$ cat src/rtl/cifc_pkg.sv
// Package for the CAN interrupt flag and mode handshake block.
// Assumes a single bus clock; protocol-engine events arrive as level toggles.
package cifc_pkg;

  localparam logic [2:0] CIFC_ADDR_CTL0  = 3'h0;
  localparam logic [2:0] CIFC_ADDR_RFLG  = 3'h1;
  localparam logic [2:0] CIFC_ADDR_RIER  = 3'h2;
  localparam logic [2:0] CIFC_ADDR_TFLG  = 3'h3;
  localparam logic [2:0] CIFC_ADDR_TIER  = 3'h4;

  // Control register 0 fields
  localparam int CIFC_CTL_INIT_REQUEST = 0;
  localparam int CIFC_CTL_SLEEP_REQUEST  = 1;
  localparam int CIFC_CTL_WAKEEN = 2;
  localparam int CIFC_CTL_MODEN  = 3;
  localparam int CIFC_CTL_SLEEP_ACK  = 4;
  localparam int CIFC_CTL_INIT_ACK = 5;

  // Receive flag register fields
  localparam int CIFC_RF_RXF  = 0;
  localparam int CIFC_RF_OVR  = 1;
  localparam int CIFC_RF_TST  = 2;
  localparam int CIFC_RF_RST  = 4;
  localparam int CIFC_RF_CSC  = 6;
  localparam int CIFC_RF_WAKE = 7;

  // Receive enable register fields
  localparam int CIFC_RE_RXF  = 0;
  localparam int CIFC_RE_OVR  = 1;
  localparam int CIFC_RE_CSC  = 6;
  localparam int CIFC_RE_WAKE = 7;

  localparam int CIFC_NTX = 3;

  localparam logic [7:0] CIFC_CTL0_RST = 8'h01;
  localparam logic [7:0] CIFC_ZERO8    = 8'h00;
  localparam logic [2:0] CIFC_TXE_RST  = 3'h7;

  // Init ack synchronisation: two bus clocks plus three CAN clocks
  localparam logic [2:0] CIFC_INIT_BUS_DLY = 3'h2;
  localparam logic [2:0] CIFC_INIT_CAN_DLY = 3'h3;

  typedef enum logic [1:0] {
    CIFC_RUN      = 2'b00,
    CIFC_SLEEP_WT = 2'b01,
    CIFC_SLEEP    = 2'b10
  } cifc_slp_e;

  typedef enum logic [1:0] {
    CIFC_NORM   = 2'b00,
    CIFC_INI_WB = 2'b01,
    CIFC_INI_WC = 2'b10,
    CIFC_INIT   = 2'b11
  } cifc_ini_e;

  typedef struct packed {
    logic       rx_done;
    logic       rx_overrun;
    logic       bus_activity;
    logic       state_change;
    logic [1:0] tx_state;
    logic [1:0] rx_state;
    logic [2:0] tx_buf_busy;
    logic       tx_active;
    logic       rx_active;
  } cifc_eng_s;

  typedef struct packed {
    logic wake;
    logic error;
    logic receive;
    logic transmit;
  } cifc_irq_s;

endpackage

$ cat src/rtl/cifc_top.sv
// CAN interrupt flag, mask and init/sleep handshake logic.
// Assumes engine status comes from the CAN domain and is resynchronised here.
// Summary of operation
// RL1 - Four maskable interrupt request outputs
// RL2 - Error request joins status change and overrun
// RL3 - Three tx empty flags, each separately enabled
// RL4 - Rx full set when frame reaches foreground
// RL5 - Rx full set again for next queued frame
// RL6 - Wake flag on activity in sleep, if enabled
// RL7 - Overrun flag on frame with FIFO full
// RL8 - Status change flag with tx/rx state fields
// RL9 - Request holds while enabled flag stays set
// RL10 - Flags clear only by writing one
// RL11 - Clear ignored while set condition persists
// RL12 - Handler clears only its own flag bit
// RL13 - Stop/wait wake needs prior sleep and enables
// RL14 - Host enables, configures in init, leaves init
// RL15 - Reconfigure via sleep, then init handshake
// RL16 - Init mode resets control and flag registers
// RL17 - Init ack after two bus, three CAN clocks
// RL18 - Sleep ack waits for transmissions and idle
// RL19 - Init request clear ignored before ack
// RL20 - Requests are registered OR of enabled flags
// RL21 - CAN events synchronised; set beats clear
`timescale 1ns/1ps
`default_nettype none
module cifc_top
  import cifc_pkg::*;
(
  input  wire logic       clk_i,
  input  wire logic       rst_n_i,
  input  wire logic       can_tick_i,
  input  wire logic       power_down_i,
  input  wire cifc_eng_s  eng_i,
  input  wire logic [2:0] addr_i,
  input  wire logic [7:0] wdata_i,
  input  wire logic       wr_i,
  input  wire logic       rd_i,
  output logic      [7:0] rdata_o,
  output cifc_irq_s       irq_o,
  output logic            init_mode_o,
  output logic            sleep_mode_o
);

  cifc_eng_s  eng_s1;
  cifc_eng_s  eng_s2;
  cifc_eng_s  eng_prev;
  logic       tick_s1;
  logic       tick_s2;
  logic       pd_s1;
  logic       pd_s2;

  logic       init_request;
  logic       sleep_request;
  logic       wake_enable;
  logic       module_enable;
  logic       rx_full_flag;
  logic       overrun_flag;
  logic       status_change_flag;
  logic       wake_flag;
  logic [1:0] tx_bus_state;
  logic [1:0] rx_bus_state;
  logic       rx_full_irq_enable;
  logic       overrun_irq_enable;
  logic       status_change_irq_enable;
  logic       wake_irq_enable;
  logic [2:0] tx_empty_flags;
  logic [2:0] tx_empty_irq_enables;
  logic       pd_slept;

  cifc_slp_e  slp_st;
  cifc_ini_e  ini_st;
  logic [2:0] dly_cnt;

  logic       sleep_ack;
  logic       init_ack;
  logic       set_rxf;
  logic       set_ovr;
  logic       set_csc;
  logic       set_wake;
  logic       wr_ctl;
  logic       wr_rflg;
  logic       wr_rier;
  logic       wr_tflg;
  logic       wr_tier;
  logic       in_init;

  // Engine crosses from CAN clock; two stages before any use
  always_ff @(posedge clk_i or negedge rst_n_i) begin
    if (!rst_n_i) begin
      eng_s1   <= '0;
      eng_s2   <= '0;
      eng_prev <= '0;
      tick_s1  <= 1'b0;
      tick_s2  <= 1'b0;
      pd_s1    <= 1'b0;
      pd_s2    <= 1'b0;
    end else begin
      eng_s1   <= eng_i; // RL21
      eng_s2   <= eng_s1;
      eng_prev <= eng_s2;
      tick_s1  <= can_tick_i;
      tick_s2  <= tick_s1;
      pd_s1    <= power_down_i;
      pd_s2    <= pd_s1;
    end
  end

  // Event levels are toggles at the engine; edge of the synced copy is the event
  assign set_rxf  = (eng_s2.rx_done ^ eng_prev.rx_done) && !sleep_ack; // RL4
  assign set_ovr  = eng_s2.rx_overrun ^ eng_prev.rx_overrun; // RL7
  assign set_csc  = eng_s2.state_change ^ eng_prev.state_change; // RL8
  assign set_wake = sleep_ack && wake_enable && eng_s2.bus_activity; // RL6

  assign sleep_ack = (slp_st == CIFC_SLEEP);
  assign init_ack  = (ini_st == CIFC_INIT);
  assign in_init   = init_ack;

  assign wr_ctl  = wr_i && (addr_i == CIFC_ADDR_CTL0);
  assign wr_rflg = wr_i && (addr_i == CIFC_ADDR_RFLG);
  assign wr_rier = wr_i && (addr_i == CIFC_ADDR_RIER);
  assign wr_tflg = wr_i && (addr_i == CIFC_ADDR_TFLG);
  assign wr_tier = wr_i && (addr_i == CIFC_ADDR_TIER);

  // Control register
  always_ff @(posedge clk_i or negedge rst_n_i) begin
    if (!rst_n_i) begin
      init_request  <= CIFC_CTL0_RST[CIFC_CTL_INIT_REQUEST];
      sleep_request <= CIFC_CTL0_RST[CIFC_CTL_SLEEP_REQUEST];
      wake_enable   <= CIFC_CTL0_RST[CIFC_CTL_WAKEEN];
      module_enable <= CIFC_CTL0_RST[CIFC_CTL_MODEN];
    end else if (wr_ctl) begin
      module_enable <= wdata_i[CIFC_CTL_MODEN];
      if (wdata_i[CIFC_CTL_INIT_REQUEST] || init_ack)
        init_request <= wdata_i[CIFC_CTL_INIT_REQUEST]; // RL19
      if (in_init) begin
        sleep_request <= 1'b0; // RL16
        wake_enable   <= 1'b0;
      end else begin
        // Sleep request cannot drop until sleep is reached
        if (wdata_i[CIFC_CTL_SLEEP_REQUEST] || sleep_ack)
          sleep_request <= wdata_i[CIFC_CTL_SLEEP_REQUEST];
        wake_enable <= wdata_i[CIFC_CTL_WAKEEN];
      end
    end else if (in_init) begin
      sleep_request <= 1'b0; // RL16
      wake_enable   <= 1'b0;
    end else if (set_wake) begin
      sleep_request <= 1'b0;
    end
  end

  // Sleep handshake
  always_ff @(posedge clk_i or negedge rst_n_i) begin
    if (!rst_n_i) begin
      slp_st <= CIFC_RUN;
    end else begin
      case (slp_st)
        CIFC_RUN:
          if (sleep_request && !init_request)
            slp_st <= CIFC_SLEEP_WT;
        CIFC_SLEEP_WT:
          if (!sleep_request)
            slp_st <= CIFC_RUN;
          else if (eng_s2.tx_buf_busy == '0 && !eng_s2.tx_active && !eng_s2.rx_active)
            slp_st <= CIFC_SLEEP; // RL18
        CIFC_SLEEP:
          if (!sleep_request || in_init)
            slp_st <= CIFC_RUN;
        default:
          slp_st <= CIFC_RUN;
      endcase
    end
  end

  // Init handshake: bus clocks, then CAN clocks
  always_ff @(posedge clk_i or negedge rst_n_i) begin
    if (!rst_n_i) begin
      ini_st  <= CIFC_INIT;
      dly_cnt <= '0;
    end else begin
      case (ini_st)
        CIFC_NORM:
          if (init_request) begin
            ini_st  <= CIFC_INI_WB;
            dly_cnt <= '0;
          end
        CIFC_INI_WB:
          if (dly_cnt == CIFC_INIT_BUS_DLY - 3'h1) begin
            ini_st  <= CIFC_INI_WC;
            dly_cnt <= '0;
          end else begin
            dly_cnt <= dly_cnt + 3'h1;
          end
        CIFC_INI_WC:
          if (tick_s2) begin
            if (dly_cnt == CIFC_INIT_CAN_DLY - 3'h1)
              ini_st <= CIFC_INIT; // RL17
            else
              dly_cnt <= dly_cnt + 3'h1;
          end
        CIFC_INIT:
          if (!init_request)
            ini_st <= CIFC_NORM;
        default:
          ini_st <= CIFC_INIT;
      endcase
    end
  end

  // Receive flags; set has priority over clear
  always_ff @(posedge clk_i or negedge rst_n_i) begin
    if (!rst_n_i) begin
      rx_full_flag       <= 1'b0;
      overrun_flag       <= 1'b0;
      status_change_flag <= 1'b0;
      wake_flag          <= 1'b0;
      tx_bus_state       <= '0;
      rx_bus_state       <= '0;
    end else if (in_init) begin
      rx_full_flag       <= 1'b0; // RL16
      overrun_flag       <= 1'b0;
      status_change_flag <= 1'b0;
      wake_flag          <= 1'b0;
      tx_bus_state       <= '0;
      rx_bus_state       <= '0;
    end else begin
      if (set_rxf)
        rx_full_flag <= 1'b1; // RL5
      else if (wr_rflg && wdata_i[CIFC_RF_RXF])
        rx_full_flag <= 1'b0; // RL10
      if (set_ovr)
        overrun_flag <= 1'b1;
      else if (wr_rflg && wdata_i[CIFC_RF_OVR])
        overrun_flag <= 1'b0;
      if (set_csc) begin
        status_change_flag <= 1'b1;
        tx_bus_state       <= eng_s2.tx_state; // RL8
        rx_bus_state       <= eng_s2.rx_state;
      end else if (wr_rflg && wdata_i[CIFC_RF_CSC]) begin
        status_change_flag <= 1'b0;
      end
      // Wake condition is a level; clear has no effect while it lasts
      if (set_wake)
        wake_flag <= 1'b1; // RL21
      else if (wr_rflg && wdata_i[CIFC_RF_WAKE])
        wake_flag <= 1'b0; // RL11
    end
  end

  // Enable registers
  always_ff @(posedge clk_i or negedge rst_n_i) begin
    if (!rst_n_i) begin
      rx_full_irq_enable       <= 1'b0;
      overrun_irq_enable       <= 1'b0;
      status_change_irq_enable <= 1'b0;
      wake_irq_enable          <= 1'b0;
      tx_empty_irq_enables     <= '0;
    end else if (in_init) begin
      rx_full_irq_enable       <= 1'b0; // RL16
      overrun_irq_enable       <= 1'b0;
      status_change_irq_enable <= 1'b0;
      wake_irq_enable          <= 1'b0;
      tx_empty_irq_enables     <= '0;
    end else begin
      if (wr_rier) begin
        rx_full_irq_enable       <= wdata_i[CIFC_RE_RXF];
        overrun_irq_enable       <= wdata_i[CIFC_RE_OVR];
        status_change_irq_enable <= wdata_i[CIFC_RE_CSC];
        wake_irq_enable          <= wdata_i[CIFC_RE_WAKE];
      end
      if (wr_tier)
        tx_empty_irq_enables <= wdata_i[CIFC_NTX-1:0];
    end
  end

  // Transmit empty flags: buffer busy in engine means scheduled
  generate
    for (genvar b = 0; b < CIFC_NTX; b++) begin : g_txe
      always_ff @(posedge clk_i or negedge rst_n_i) begin
        if (!rst_n_i)
          tx_empty_flags[b] <= CIFC_TXE_RST[b];
        else if (in_init || !eng_s2.tx_buf_busy[b])
          tx_empty_flags[b] <= 1'b1; // RL3
        else if (wr_tflg && wdata_i[b])
          tx_empty_flags[b] <= 1'b0; // RL10
      end
    end
  endgenerate

  // Power down only wakes if sleep was acknowledged beforehand
  always_ff @(posedge clk_i or negedge rst_n_i) begin
    if (!rst_n_i)
      pd_slept <= 1'b0;
    else if (!pd_s2)
      pd_slept <= sleep_ack;
  end

  // Registered interrupt requests
  always_ff @(posedge clk_i or negedge rst_n_i) begin
    if (!rst_n_i) begin
      irq_o <= '0;
    end else begin
      irq_o.wake <= wake_flag && wake_irq_enable
                    && (!pd_s2 || (pd_slept && wake_enable)); // RL13
      irq_o.error <= (status_change_flag && status_change_irq_enable)
                     || (overrun_flag && overrun_irq_enable); // RL2
      irq_o.receive <= rx_full_flag && rx_full_irq_enable; // RL9
      irq_o.transmit <= |(tx_empty_flags & tx_empty_irq_enables); // RL20
    end
  end // RL1

  // Register read, one cycle later
  always_ff @(posedge clk_i or negedge rst_n_i) begin
    if (!rst_n_i) begin
      rdata_o <= CIFC_ZERO8;
    end else if (rd_i) begin
      case (addr_i)
        CIFC_ADDR_CTL0:
          rdata_o <= {2'b00, init_ack, sleep_ack, module_enable,
                      wake_enable, sleep_request, init_request};
        CIFC_ADDR_RFLG:
          rdata_o <= {wake_flag, status_change_flag, rx_bus_state,
                      tx_bus_state, overrun_flag, rx_full_flag};
        CIFC_ADDR_RIER:
          rdata_o <= {wake_irq_enable, status_change_irq_enable, 4'h0,
                      overrun_irq_enable, rx_full_irq_enable};
        CIFC_ADDR_TFLG:
          rdata_o <= {5'h00, tx_empty_flags};
        CIFC_ADDR_TIER:
          rdata_o <= {5'h00, tx_empty_irq_enables};
        default:
          rdata_o <= CIFC_ZERO8;
      endcase
    end else begin
      rdata_o <= CIFC_ZERO8;
    end
  end

  assign init_mode_o  = init_ack;
  assign sleep_mode_o = sleep_ack;

endmodule
`default_nettype wire

$ cat config.mk
export PLATFORM = sky130hd
export DESIGN_NAME = cifc_top
export DESIGN_NICKNAME = d
export VERILOG_FILES = /design/src/rtl/cifc_pkg.sv /design/src/rtl/cifc_top.sv
export SDC_FILE = /design/constraint.sdc
export NUM_CORES = 1
export LEC_CHECK = 0
export CAP_MARGIN = 20
export CELL_PAD_IN_SITES_DETAIL_PLACEMENT = 1
export CELL_PAD_IN_SITES_GLOBAL_PLACEMENT = 1
export CORE_MARGIN = 4
export CORE_UTILIZATION = 29
export CTS_CLUSTER_SIZE = 8
export DETAILED_ROUTE_END_ITERATION = 10
export DONT_BUFFER_PORTS = 1
export PLACE_DENSITY = 0.59
export SETUP_SLACK_MARGIN = 0.02
export SLEW_MARGIN = 20
export SYNTH_ARGS = -nofsm -noshare
export SYNTH_HDL_FRONTEND = slang
export SYNTH_SLANG_ARGS = --single-unit
$ cat constraint.sdc
create_clock -name clk_i -period 1.9 [get_ports clk_i]
set_clock_uncertainty 0.15 [all_clocks]
set_input_delay 0.285 -clock clk_i [delete_from_list [all_inputs] [get_ports clk_i]]
set_output_delay 0.285 -clock clk_i [all_outputs]
set_load 0.01 [all_outputs]
* Word level (Yosys, flattened, before mapping)
Index checks and enable logic that the tools add are counted.
Storage, ports and cells: register bits after elaboration 75, bits of input ports 30, output and inout port bits 14
Cells by class: add/sub/neg operators 1, equality and inequality tests 21, mux-type cells 58, bitwise gates (word level) 4, reduce and logical (&&, ||, !) cells 64
Operators by type and width (number):
- $pmux 8 s5 | 1
- $mux 1 | 34
- $mux 2 | 13
- $logic_and 1x1->1 | 24
- $mux 3 | 6
- $reduce_bool 3->1 | 6
- $ne 2x2->1 const B | 7
- $reduce_bool 2->1 | 7
- $eq 3x2->1 const B | 3
- $logic_not 1->1 | 9
- $pmux 3 s3 | 1
- $logic_or 1x1->1 | 8
- $mux 8 | 1
- $pmux 2 s4 | 1
- $eq 2x2->1 const B | 3
- $eq 3x1->1 const B | 2
- $logic_not 3->1 | 2
- $pmux 2 s3 | 1
- $reduce_and 5->1 | 1
- $eq 2x1->1 const B | 2
- $logic_not 2->1 | 2
- $reduce_and 2->1 | 2
- $reduce_and 4->1 | 1
- $add 3x1->3 const B | 1
- 8 further kinds | 10

* Logic depth before layout (Yosys ltp)
depth in word-level cells 6, depth in mapped cells 6, mapped depth without buffers 6

* Worst setup path after synthesis
No wires, ideal clock.
path kind flip-flop to flip-flop, start point reg ini_st[0], end point reg dly_cnt[1], arrival 1742 ps, data required time 1625 ps, path slack -117 ps, cell stages (with the launch flop) 6, path buffers 0, cell sequence dfstp_2 > inv_1 > ha_1 > and3b_1 > a2111oi_4 > mux2_4
Between the ends: cells in the longest elaborated chain, start to end 3, elaborated cells between the ends (all ways) 9
Ends and longest elaborated chain:
- start, declared | line cifc_top.sv:72 | cifc_ini_e ini_st;
- start signal, assigned | line cifc_top.sv:179 | ini_st <= CIFC_INIT;
- start signal, assigned | line cifc_top.sv:185 | ini_st <= CIFC_INI_WB;
- start signal, assigned | line cifc_top.sv:190 | ini_st <= CIFC_INI_WC;
- $eq 2x2->1, or another cell as far along | line cifc_top.sv:182 | case (ini_st)
- $ne 2x2->1 (no line) or $reduce_bool 3->1 (tied branches)
- $reduce_and 4->1 (no line)
- end signal, assigned | line cifc_top.sv:193 | dly_cnt <= dly_cnt + 3'h1;
- end signal, assigned | line cifc_top.sv:200 | dly_cnt <= dly_cnt + 3'h1;
- end, declared | line cifc_top.sv:73 | logic [2:0] dly_cnt;
Parallel ways exist; a longest one is shown, timed or not. A chain may end at the register's enable or synchronous reset.

* Worst setup path after layout
start point reg ini_st[1], end point reg ini_st[1]
Between the ends: cells in the longest elaborated chain, start to end 3, elaborated cells between the ends (all ways) 11
Ends and longest elaborated chain (line):
- $eq 2x2->1, or another cell as far along | cifc_top.sv:182
- $ne 2x2->1 (no line)
- $reduce_and 5->1 (no line)
Parallel ways exist; a longest one is shown, timed or not.

==> results.md <==
* Nets at 312
* Final setup violation count at 2
* Asr flop ratio synth at 100.0%
* Placed cell count at 370
* Via density at 4.522
* Tcrit/Tclk final at 100.3%
* 1st-iter DRT viols at 89
* Die H at 109.1 um
* Starting Density at 30.04%
* WL/cell at 15.64 um
* Maximum buffer depth of the clock tree at 2
* Finished Layout Cells at 412
* Slew @ Worst Pin at 468.0 ps
* Initial antenna violation count at 0
* Post-Synth Simple-Gate Area at 13.68%
* Fin. max-slew vios at 0
* Cell chain of the critical path: inv_2, buf_4, ha_1, a221oi_1, nand3_1, mux2_4
* RSZ-0062 raised after global routing: yes
* DRC viols at 0
* Xor/xnor share of the synthesized area at 0.8868%
* Area Overhead vs Synth at 22.68%
* Hold Violations, Final at 75
* Die area at 11,900 um2
* Post-Syn Instances at 236
* Total track usage at 11.76%
* Mapped Area at 2963 um2
* Worst-path clk slew at 80 ps
* Commonest non-fill, non-tap cells in the layout: dfrtp_1 (69), nor2_1 (29), dlygate4sd3_1 (25)
* Synth warnings at 0
* Slew Limit Headroom at 68.67%
* RD Place Congestion at 0.7450
* Antenna Nets Post-Route at 0
* Largest family of logic cells by synthesized area: simple AND/OR/NAND/NOR gates
* Final worst slack at -4.756 ps
* Crit path from: ini_st[1]
* Net Count, Synth at 274
* Sequential area share after synthesis at 63.60%
* Adder-Cell Fraction of Synth Area at 3.378%
* CTS sink cnt at 75
* Min Hold Slack at -525.1 ps
* Hold Path Class: input port to asynchronous set/reset pin
* Required @ worst endpoint at 2020 ps
* Fin util at 36.85%
* 1st-pass router iterations at 4
* Dpl ws at -21.75 ps
* Commonest non-fill, non-tap cell in the layout: dfrtp_1
* Largest net degree at the start of global routing at 76
* Fill cells at 1,069
* Worst skew pair latency at 340 ps
* Slowest CP cell: dfstp_2
* Max cap viols at 0
* H-tree levels at 3
* Crit end category: flop
* Tot Pwr at 4.265 mW
* Routed via count at 1,863
* Kind of critical path: flop to flop
* Multi-input logic area at 1040 um2
* CTS buffer count at 9
* Vias in the first global route at 1,989
* Hpwl dp at 4.217 mm
* Pleak at 1.622 nW
* Die Wd at 109.1 um
* Core area at 9864 um2
* Power per cell area at 1173 nW/um2
* First-pass GRT wire length at 10.56 mm
* # IOs at 44
* Min cycle time layout at 1905 ps
* Layout cells sized above 1 at 17.20%
* Mean Syn Cell Area at 12.55 um2
* EDFF count, synth at 0
* Violated checks: negative hold slack, negative setup slack
* Worst r2r src: ini_st[1]
* Library cells used by synthesis at 45
* Crit path launch type: flop
* Fmax achieved at 525.0 MHz
* Mux cell area share after synthesis at 8.404%
* Total wire length at 6.445 mm
* Setup TNS at -9.052 ps
* Number of diodes at 0
* Row cnt at 36
* Design area at 3635 um2
* IR Drop Worst-Case VDD at 377.4 uV
* Dpl cell area at 3168 um2
* Post-synth top flop: dfrtp_1
* Critical Path Max Stage Delay at 540 ps
* Register area at 1884 um2
* CTS Hold Bufs at 25
* Root Buffer: clkbuf_8
* CTS tree: built
* Synth Area in Compound Gates at 7.475%
* IO buf count at 0
* Grt ovf at 0
* Arrival time worst endpoint at 2030 ps
* Flops & latches, synth at 75
* Status: complete, but fails checks
* Crit path max fanout at 2
==> registers in the layout, indices dropped and copies added (netlist names), 3 cells and up <==
signal	flops
eng_s1	13
eng_s2	13
rdata_o	8
irq_o	4
dly_cnt	3
eng_prev	3
tx_empty_flags	3
tx_empty_irq_enables	3
==> path summary, 6_finish.rpt <==
kind,endpoint,slack [ps],cells past startpoint
setup reg to reg,ini_st[1],-5,6
min in group clk_i,rdata_o[4],20,3
setup / recovery,ini_st[1],-5,6
hold / removal,eng_prev[11],-530,0
max in group asynchronous,tx_empty_flags[1],1920,0
hold reg to reg,tick_s2,200,0
==> logic make-up (layout without fill, tap and decap cells) <==
kind of cell / count (synthesis) / count (layout)
xor gates and xnor gates: 3 / 3
buffers and inverters: 18 / 61
DFF: 75 / 75
muxes: 24 / 24
adders and majority gates: 8 / 8
and+or+nand+nor: 77 / 77
AOI/OAI and AO/OA: 31 / 31
==> power breakdown <==
group	leakage, nW	internal [mW]	switching (mW)
Clock	0.0859	0.514	0.593
Combinational	0.608	0.582	0.523
Sequential	0.928	1.86	0.196
Total	1.62	2.95	1.31
==> synth_stat cells (2+ instances only) <==
| master | number | area share (%) |
|---|---|---|
| and2_1 | 2 | 0.42 |
| or2_2 | 3 | 0.63 |
| dfstp_2 | 6 | 5.3 |
| xor2_1 | 2 | 0.59 |
| a21o_1 | 2 | 0.51 |
| ha_1 | 8 | 3.4 |
| nand3_1 | 2 | 0.34 |
| o21ai_0 | 5 | 0.84 |
| o21a_1 | 2 | 0.51 |
| a21oi_1 | 9 | 1.5 |
| clkbuf_1 | 3 | 0.38 |
| mux2i_1 | 20 | 6.8 |
| nand2_1 | 18 | 2.3 |
| nor2_1 | 29 | 3.7 |
| nor2b_1 | 5 | 1.1 |
| inv_1 | 10 | 1.3 |
| a22oi_1 | 4 | 1.0 |
| nand2b_1 | 6 | 1.3 |
| buf_2 | 3 | 0.51 |
| dfrtp_1 | 69 | 58 |
| mux2_2 | 2 | 0.76 |
| nand3b_1 | 3 | 0.76 |
==> per-layer routing <==
metal | track usage [%] | vias up | wire length (um)
met1 | 15.53 | 949 | 3020
li1 | - | 870 | -
met5 | 0 | - | 0
met2 | 18.11 | 38 | 3058
met3 | 3.848 | 6 | 277
met4 | 4.058 | 0 | 89
==> cell type report <==
cell class	instances	area share, %
Sequential cell	75	51.84
Multi-Input combinational cell	143	28.61
Timing Repair Buffer	35	8.950
Tap cell	133	4.578
Clock buffer	11	3.890
Inverter	10	1.102
Clock inverter	5	1.033
==> timing repair <==
action / 4_1_cts / 5_1_grt
pin swaps: 1 / 2
gates cloned: 0 / 0
setup endpoints to repair: 2 / 6
setup buffers: 1 / 0
resized for setup: 1 / 5
endpoints found under the hold margin: 115 / 75
==> worst max-delay path, delay by kind of cell, from the launching register on <==
kind | cells | cell delay, ps
AO/OA/AOI/OAI | 1 | 270
adder cells (fa/ha/maj) | 1 | 180
buffers and inverters | 2 | 180
flip-flops | 1 | 540
multiplexers | 1 | 330
AND/OR/NAND/NOR | 1 | 180
No activity file was read; power rests on OpenSTA's default activity.
